--- config.mk ---
export PLATFORM = sky130hd
export DESIGN_NAME = mie_irq_core
export DESIGN_NICKNAME = d
export VERILOG_FILES = /design/src/rtl/mie_pkg.sv /design/src/rtl/mie_en_reg.sv /design/src/rtl/mie_irq_core.sv
export SDC_FILE = /design/constraint.sdc
export NUM_CORES = 1
export LEC_CHECK = 0
export BUFFER_PORTS_ARGS = -buffer_cell sky130_fd_sc_hd__buf_2
export CAP_MARGIN = 10
export CORE_UTILIZATION = 52
export DETAILED_ROUTE_END_ITERATION = 8
export GPL_TIMING_DRIVEN = 0
export HOLD_SLACK_MARGIN = 0.05
export PLACE_DENSITY = 0.86
export REMOVE_ABC_BUFFERS = 1
export SYNTH_ARGS = -nofsm -noshare
export SYNTH_HDL_FRONTEND = slang
export SYNTH_SLANG_ARGS = --single-unit
--- constraint.sdc ---
create_clock -name MCLK -period 4.1 [get_ports MCLK]
set_input_delay 1.23 -clock MCLK [delete_from_list [all_inputs] [get_ports MCLK]]
set_output_delay 1.23 -clock MCLK [all_outputs]
set_load 0.03 [all_outputs]
--- src/rtl/mie_pkg.sv ---
// constants and state types for the measurement interrupt enable block
package mie_pkg;

   // core sfr addresses of the three enable registers
   localparam logic [7:0] MIE_EN_LOW_OFS   = 8'hd9;
   localparam logic [7:0] MIE_EN_MID_OFS   = 8'hda;
   localparam logic [7:0] MIE_EN_HIGH_OFS  = 8'hdb;
   // status register that carries the summary bit (owned by the datapath)
   localparam logic [7:0] MIE_STAT_LOW_OFS = 8'hdc;

   // number of enable/status register pairs
   localparam int MIE_NREG = 3;
   localparam int MIE_IDX_LOW  = 0;
   localparam int MIE_IDX_MID  = 1;
   localparam int MIE_IDX_HIGH = 2;

   // address table, index 0 is the low register
   localparam logic [MIE_NREG-1:0][7:0] MIE_EN_OFS = {MIE_EN_HIGH_OFS, MIE_EN_MID_OFS, MIE_EN_LOW_OFS};

   // writable bits per register; reserved bits read zero and gate nothing
   localparam logic [7:0] MIE_EN_LOW_MASK  = 8'h3f;
   localparam logic [7:0] MIE_EN_MID_MASK  = 8'hff;
   localparam logic [7:0] MIE_EN_HIGH_MASK = 8'h3f;
   localparam logic [MIE_NREG-1:0][7:0] MIE_EN_MASK = {MIE_EN_HIGH_MASK, MIE_EN_MID_MASK, MIE_EN_LOW_MASK};

   // value of every enable register after reset
   localparam logic [7:0] MIE_EN_RST = 8'h00;
   // value of the read data register after reset
   localparam logic [7:0] MIE_RDATA_RST = 8'h00;

   // bit positions in the low enable/status pair
   localparam int MIE_B_FAULT_MODE_CHANGE    = 5;
   localparam int MIE_B_REACTIVE_SIGN_CHANGE = 4;
   localparam int MIE_B_ACTIVE_SIGN_CHANGE   = 3;
   localparam int MIE_B_APPARENT_NO_LOAD     = 2;
   localparam int MIE_B_REACTIVE_NO_LOAD     = 1;
   localparam int MIE_B_ACTIVE_NO_LOAD       = 0;
   localparam int MIE_B_SUMMARY              = 7;

   // bit positions in the mid enable/status pair
   localparam int MIE_B_PULSE_OUTPUT_TWO        = 7;
   localparam int MIE_B_PULSE_OUTPUT_ONE        = 6;
   localparam int MIE_B_APPARENT_ENERGY_OVF     = 5;
   localparam int MIE_B_REACTIVE_ENERGY_OVF     = 4;
   localparam int MIE_B_ACTIVE_ENERGY_OVF       = 3;
   localparam int MIE_B_APPARENT_ENERGY_HALF    = 2;
   localparam int MIE_B_REACTIVE_ENERGY_HALF    = 1;
   localparam int MIE_B_ACTIVE_ENERGY_HALF      = 0;

   // bit positions in the high enable/status pair
   localparam int MIE_B_WAVEFORM_SAMPLE_READY = 5;
   localparam int MIE_B_CURRENT_PEAK_EXCEEDED = 4;
   localparam int MIE_B_VOLTAGE_PEAK_EXCEEDED = 3;
   localparam int MIE_B_LINE_CYCLE_ACCUM_DONE = 2;
   localparam int MIE_B_ZERO_CROSS_TIMEOUT    = 1;
   localparam int MIE_B_ZERO_CROSS_DETECT     = 0;

   // state of one enable register
   typedef struct packed {
      logic [7:0] en;
   } mie_reg_state_t;

   // state of the combining logic
   typedef struct packed {
      logic                        irq;
      logic                        summary;
      logic [7:0]                  rdata;
      logic [MIE_NREG-1:0][7:0]    pend;
   } mie_core_state_t;

endpackage

--- src/rtl/mie_en_reg.sv ---
// one eight-bit interrupt enable register on the core sfr bus
`timescale 1ns/100ps
module mie_en_reg
   import mie_pkg::*;
#(
   parameter logic [7:0] ADDR = 8'h00,
   parameter logic [7:0] MASK = 8'hff
) (
   input  wire logic       clk,
   input  wire logic       rst_n,
   input  wire logic [7:0] sfr_addr,
   input  wire logic       sfr_wr,
   input  wire logic [7:0] sfr_wdata,
   output logic            hit,
   output logic [7:0]      en
);

   mie_reg_state_t st_r;
   mie_reg_state_t st_nxt;

   // address decode for this register
   assign hit = (sfr_addr == ADDR);

   // write path, reserved bits forced low
   always_comb begin
      st_nxt = st_r;
      if (sfr_wr && hit) begin
         st_nxt.en = sfr_wdata & MASK;
      end
   end

   // register, cleared so no source is enabled after reset
   always_ff @(posedge clk or negedge rst_n) begin
      if (!rst_n) begin
         st_r.en <= MIE_EN_RST;
      end else begin
         st_r <= st_nxt;
      end
   end

   assign en = st_r.en;

endmodule // mie_en_reg

--- src/rtl/mie_irq_core.sv ---
// measurement interrupt enable and combining logic with its sfr registers
`timescale 1ns/100ps

module mie_irq_core
   import mie_pkg::*;
(
   input  wire logic       MCLK,
   input  wire logic       RST_N,
   // core sfr bus
   input  wire logic [7:0] SFR_ADDR,
   input  wire logic       SFR_WR,
   input  wire logic       SFR_RD,
   input  wire logic [7:0] SFR_WDATA,
   output logic [7:0]      SFR_RDATA,
   output logic            SFR_HIT,
   // status flags from the metering datapath, low group
   input  wire logic       FAULT_MODE_CHANGE,
   input  wire logic       REACTIVE_SIGN_CHANGE,
   input  wire logic       ACTIVE_SIGN_CHANGE,
   input  wire logic       APPARENT_NO_LOAD,
   input  wire logic       REACTIVE_NO_LOAD,
   input  wire logic       ACTIVE_NO_LOAD,
   // status flags, mid group
   input  wire logic       PULSE_OUTPUT_TWO,
   input  wire logic       PULSE_OUTPUT_ONE,
   input  wire logic       APPARENT_ENERGY_OVERFLOW,
   input  wire logic       REACTIVE_ENERGY_OVERFLOW,
   input  wire logic       ACTIVE_ENERGY_OVERFLOW,
   input  wire logic       APPARENT_ENERGY_HALF_FULL,
   input  wire logic       REACTIVE_ENERGY_HALF_FULL,
   input  wire logic       ACTIVE_ENERGY_HALF_FULL,
   // status flags, high group
   input  wire logic       WAVEFORM_SAMPLE_READY,
   input  wire logic       CURRENT_PEAK_EXCEEDED,
   input  wire logic       VOLTAGE_PEAK_EXCEEDED,
   input  wire logic       LINE_CYCLE_ACCUM_DONE,
   input  wire logic       ZERO_CROSS_TIMEOUT,
   input  wire logic       ZERO_CROSS_DETECT,
   // results
   output logic            MEAS_IRQ,
   output logic            MEAS_IRQ_SUMMARY,
   output logic [7:0]      MEAS_IRQ_SRC_LOW,
   output logic [7:0]      MEAS_IRQ_SRC_MID,
   output logic [7:0]      MEAS_IRQ_SRC_HIGH
);

   // state of the combining logic
   mie_core_state_t             st_r;
   mie_core_state_t             st_nxt;

   // flags gathered at their register bit positions
   logic [MIE_NREG-1:0][7:0]    flag_vec;
   // enable register contents, reserved bits already zero
   logic [MIE_NREG-1:0][7:0]    en_vec;
   // one address match per enable register
   logic [MIE_NREG-1:0]         hit_vec;
   // flags gated by their enables, before the register stage
   logic [MIE_NREG-1:0][7:0]    pend_vec;
   // any gated flag present
   logic                        any_pend;
   // read value of the addressed enable register
   logic [7:0]                  rd_val;

   // ------------------------------------------------------------------
   // enable registers, one per status register, each on its own address
   // ------------------------------------------------------------------
   genvar gi;
   generate
      for (gi = 0; gi < MIE_NREG; gi++) begin : g_en
         mie_en_reg #(
            .ADDR (MIE_EN_OFS[gi]),
            .MASK (MIE_EN_MASK[gi])
         ) u_en (
            .clk       (MCLK),
            .rst_n     (RST_N),
            .sfr_addr  (SFR_ADDR),
            .sfr_wr    (SFR_WR),
            .sfr_wdata (SFR_WDATA),
            .hit       (hit_vec[gi]),
            .en        (en_vec[gi])
         );
      end
   endgenerate

   // the core's sfr mux takes our read data only when we decode
   assign SFR_HIT = |hit_vec;

   // ------------------------------------------------------------------
   // low status group; bits 7 and 6 carry no source
   // ------------------------------------------------------------------
   always_comb begin
      flag_vec[MIE_IDX_LOW]                             = 8'h00;
      flag_vec[MIE_IDX_LOW][MIE_B_FAULT_MODE_CHANGE]    = FAULT_MODE_CHANGE;
      flag_vec[MIE_IDX_LOW][MIE_B_REACTIVE_SIGN_CHANGE] = REACTIVE_SIGN_CHANGE;
      flag_vec[MIE_IDX_LOW][MIE_B_ACTIVE_SIGN_CHANGE]   = ACTIVE_SIGN_CHANGE;
      flag_vec[MIE_IDX_LOW][MIE_B_APPARENT_NO_LOAD]     = APPARENT_NO_LOAD;
      flag_vec[MIE_IDX_LOW][MIE_B_REACTIVE_NO_LOAD]     = REACTIVE_NO_LOAD;
      flag_vec[MIE_IDX_LOW][MIE_B_ACTIVE_NO_LOAD]       = ACTIVE_NO_LOAD;
      // mid status group; every bit carries a source
      // the pulse flags are sticky in the datapath, so each pulse counts
      flag_vec[MIE_IDX_MID]                             = 8'h00;
      flag_vec[MIE_IDX_MID][MIE_B_PULSE_OUTPUT_TWO]     = PULSE_OUTPUT_TWO;
      flag_vec[MIE_IDX_MID][MIE_B_PULSE_OUTPUT_ONE]     = PULSE_OUTPUT_ONE;
      flag_vec[MIE_IDX_MID][MIE_B_APPARENT_ENERGY_OVF]  = APPARENT_ENERGY_OVERFLOW;
      flag_vec[MIE_IDX_MID][MIE_B_REACTIVE_ENERGY_OVF]  = REACTIVE_ENERGY_OVERFLOW;
      flag_vec[MIE_IDX_MID][MIE_B_ACTIVE_ENERGY_OVF]    = ACTIVE_ENERGY_OVERFLOW;
      flag_vec[MIE_IDX_MID][MIE_B_APPARENT_ENERGY_HALF] = APPARENT_ENERGY_HALF_FULL;
      flag_vec[MIE_IDX_MID][MIE_B_REACTIVE_ENERGY_HALF] = REACTIVE_ENERGY_HALF_FULL;
      flag_vec[MIE_IDX_MID][MIE_B_ACTIVE_ENERGY_HALF]   = ACTIVE_ENERGY_HALF_FULL;
      // high status group; bit 7 is the datapath's reset marker, not a source
      // the waveform flag is taken as a level so the request lasts until
      // software clears the flag in the datapath
      flag_vec[MIE_IDX_HIGH]                              = 8'h00;
      flag_vec[MIE_IDX_HIGH][MIE_B_WAVEFORM_SAMPLE_READY] = WAVEFORM_SAMPLE_READY;
      flag_vec[MIE_IDX_HIGH][MIE_B_CURRENT_PEAK_EXCEEDED] = CURRENT_PEAK_EXCEEDED;
      flag_vec[MIE_IDX_HIGH][MIE_B_VOLTAGE_PEAK_EXCEEDED] = VOLTAGE_PEAK_EXCEEDED;
      flag_vec[MIE_IDX_HIGH][MIE_B_LINE_CYCLE_ACCUM_DONE] = LINE_CYCLE_ACCUM_DONE;
      flag_vec[MIE_IDX_HIGH][MIE_B_ZERO_CROSS_TIMEOUT]    = ZERO_CROSS_TIMEOUT;
      flag_vec[MIE_IDX_HIGH][MIE_B_ZERO_CROSS_DETECT]     = ZERO_CROSS_DETECT;
   end

   // ------------------------------------------------------------------
   // gate each flag by its enable; masked reserved enables gate nothing
   // ------------------------------------------------------------------
   always_comb begin
      for (int i = 0; i < MIE_NREG; i++) begin
         pend_vec[i] = flag_vec[i] & en_vec[i] & MIE_EN_MASK[i];
      end
   end

   // a single enabled flag is enough to request service
   assign any_pend = |pend_vec;

   // ------------------------------------------------------------------
   // read mux over the three enable registers
   // ------------------------------------------------------------------
   always_comb begin
      rd_val = 8'h00;
      for (int i = 0; i < MIE_NREG; i++) begin
         if (hit_vec[i]) begin
            rd_val = en_vec[i];
         end
      end
   end

   // ------------------------------------------------------------------
   // next state: interrupt level, summary, per-source view, read data
   // both levels fall on the MCLK edge after the last enabled flag is cleared or
   // its cleared enable takes effect; there is no separate latch to clear
   // ------------------------------------------------------------------
   always_comb begin
      st_nxt         = st_r;
      st_nxt.irq     = any_pend;
      st_nxt.summary = any_pend;
      st_nxt.pend    = pend_vec;
      if (SFR_RD && SFR_HIT) begin
         st_nxt.rdata = rd_val;
      end
   end

   // ------------------------------------------------------------------
   // state register; nothing pending and read data zero after reset
   // ------------------------------------------------------------------
   always_ff @(posedge MCLK or negedge RST_N) begin
      if (!RST_N) begin
         st_r.irq     <= 1'b0;
         st_r.summary <= 1'b0;
         st_r.rdata   <= MIE_RDATA_RST;
         st_r.pend    <= '0;
      end else begin
         st_r <= st_nxt;
      end
   end

   // ------------------------------------------------------------------
   // outputs other than SFR_HIT, all from the state register
   // ------------------------------------------------------------------
   assign MEAS_IRQ          = st_r.irq;
   assign MEAS_IRQ_SUMMARY  = st_r.summary;
   assign MEAS_IRQ_SRC_LOW  = st_r.pend[MIE_IDX_LOW];
   assign MEAS_IRQ_SRC_MID  = st_r.pend[MIE_IDX_MID];
   assign MEAS_IRQ_SRC_HIGH = st_r.pend[MIE_IDX_HIGH];
   assign SFR_RDATA         = st_r.rdata;

endmodule // mie_irq_core

==> results.md <==
* Syn. warnings at 0
* Tmin final at about 3500 ps
* Site Rows at 22
* Crit path cell chain: buf_2 -> or3b_4 -> nor4_1 -> buf_2
* Post-synth ARST share at between 90% and 100%
* RSZ-0062 raised after global routing: no
* CP peak stage delay at 430 ps
* Sequential share of the synthesized area at around 60%
* Top-count cell post-synth: dfrtp_1
* Synth cell types at 24
* Clock transition at path regs at roughly 80 ps
* Final Hold Viols at 0
* Number of global-route vias before repair at 1362
* Synth cell count leaders: dfrtp_1 (49), mux2_2 (26), and2_1 (20)
* Core Region at about 0.0037 mm²
* Final setup viols at 0
* Worst VDD drop at ~340 µV
* Htree depth at 2
* Share of cells above drive strength 1 at between 40% and 50%
* Routed len/inst at between 10 and 15 µm
* CTS resizes at 0
* Layout area overhead at 23.0%
* First-pass GRT wire length at around 6500 µm
* Total Wirelength at around 4000 µm
* Via count at between 1000 and 1500
* Cts bufs inserted at 5
* IO Port Bufs at 70
* Synth top area cells: dfrtp_1 (61%), mux2_2 (15%), and2_1 (6.2%), buf_4 (2.6%), a22oi_1 (2.2%)
* P_leak at 1.35 nW
* Critical path type: input pin to output port
* Detail Placement HPWL at approximately 3000 µm
* Tightest Pin Transition at roughly 1000 ps
* Die area at 0.00413 mm²
* Die width at 64.3 µm
* Period utilisation layout at between 80% and 90%
* Area share of the largest cell type after synthesis at a little over 60%
* # nets final at 264
* Pwr/cell area at around 440 mW/mm²
* Top delay family on crit path: simple AND/OR/NAND/NOR gates
* Startpoint Class: input pin
* Slowest CP cell: or3b_4
* Total grt overflow at 0
* Initial antenna violation count at 0
* Total negative slack at 0 ps
* Yosys top cell by area: dfrtp_1
* Crit path DAT at around 2300 ps
* Number of routed nets with antenna violations at 0
* Hold depth at 1
* WP depth at 4
* Clock Root Buffer: clkbuf_8
* 1st-pass router iterations at 5
* Peak fanout along the critical path at 4
* Worst r2r path cells at 4
* Maxcap violations at 0
* Vias per inst at roughly 5.1
* Clk sinks at 49
* Gpl congestion at 0.820
* CP endpoint kind: output port
* Bufs and invs on worst path at 2
* Total GRT Usage at between 20% and 30%
* Tightest Hold Check Type: register to register
* Avg Inst Size Synth at roughly 13 µm²
* Setup slack after layout at approximately 620 ps
* Most frequent CP cell: buf_2
* IO Count at 75
* Synth Register Bits at just under 50
* Slew Limit Fails at 0
* WP data required at ~2900 ps
* Hold_buf cts at 0
* Clock buffer depth at 2
* CTS tree: built
* Initial DRC Count at 65
* Mapped cell area at approximately 0.002 mm²
* Synth Flop Type: dfrtp_1
* Largest net degree at the start of global routing at 50
* Mapped Cells at ~150
* Slew HR at 30.7%
* # DRC at 0
* Skew final at roughly 1.4 ps
* Number of synthesized flops with an enable pin at 0
* Setup bufs post-CTS at 0
* Die height at 64.3 µm
* Pre-CTS WS at between 600 and 700 ps
* Clk_lat worst skew at between 200 and 300 ps
* Fmax at ~290 MHz
* Status: complete, no violations
* Initial core utilization at between 50% and 60%
* N_diodes at 0
[cells in the final DEF, fill, tap and decap left out, drive strengths merged, types with 4 or more instances in the layout]
cell type	netlist	final
a21oi	6	6
a22oi	6	6
and2	21	21
buf	10	70
clkbuf	0	7
conb	1	4
dfrtp	49	49
mux2	26	26
nand2	9	9
nor2	9	9
nor4	6	6
[per-layer routing]
layer	GRT usage, %	part of all wire, %
met3	5.00	5.8
met1	29.5	46
met4	6.11	1.5
met2	32.5	46
met5	0	0
[worst reg2reg max path, cell delays in order, from the launching register on]
cell	delay (ps)
dfrtp_1	400
and2_1	160
nor4_1	310
and3_1	220
nand4_1	70
[logic make-up (layout without fill, tap and decap cells)]
logic type	Yosys count	in the layout	share of synthesized area (%)
buf+inv	11	79	3.84
compound gates	14	14	4.59
mux	26	26	14.5
other cells	1	4	0.186
simple gates	53	53	16.1
flops	49	49	60.8
[flip-flops by register name, summed over array words and instances, names as in the netlist]
signal             cells
g_en.u_en.en          20
MEAS_IRQ_SRC_MID       8
SFR_RDATA              8
MEAS_IRQ_SRC_HIGH      6
MEAS_IRQ_SRC_LOW       6
MEAS_IRQ_SUMMARY       1
[metrics by stage]
step                      hold slack [ps]  utilization, %  std cells  area (µm²)  total power [mW]
after floorplan                       487               -        147        1960             0.668
after global placement                508            64.1        265        2370             0.741
after detailed placement              511            64.1        265        2370             0.746
after CTS                             545            67.3        273        2480              1.09
after global routing                  566            67.3        273        2480              1.13
final                                 542            67.3        273        2480              1.08
[area by class of cell]
| class | instances | area [µm²] |
|---|---|---|
| clock buffers | 7 | 86.3 |
| clock inverters | 1 | 30.0 |
| fillers | 316 | 1210 |
| inverters | 1 | 3.75 |
| multi-input cells | 97 | 726 |
| flip-flops and latches | 49 | 1230 |
| well taps | 48 | 60.1 |
| repair buffers | 70 | 350 |
[power breakdown]
group / leakage (nW) / internal, mW / switching, mW
Combinational: 0.627 / 0.0656 / 0.126
Sequential: 0.665 / 0.520 / 0.0252
Clock: 0.0585 / 0.199 / 0.146
Total: 1.35 / 0.785 / 0.298
[worst paths after layout]
kind	slack, ps	startpoint	endpoint
max in group asynchronous	2340	RST_N	SFR_RDATA[0]
worst min-delay path	540	g_en[2].u_en.en[4]	g_en[2].u_en.en[4]
worst max-delay path	620	SFR_ADDR[2]	SFR_HIT
worst min register to register	540	g_en[2].u_en.en[4]	g_en[2].u_en.en[4]
worst max register to register	2810	g_en[2].u_en.en[0]	MEAS_IRQ_SUMMARY
min in group asynchronous	1120	RST_N	MEAS_IRQ_SRC_HIGH[3]
No activity file was read; power rests on OpenSTA's default activity.
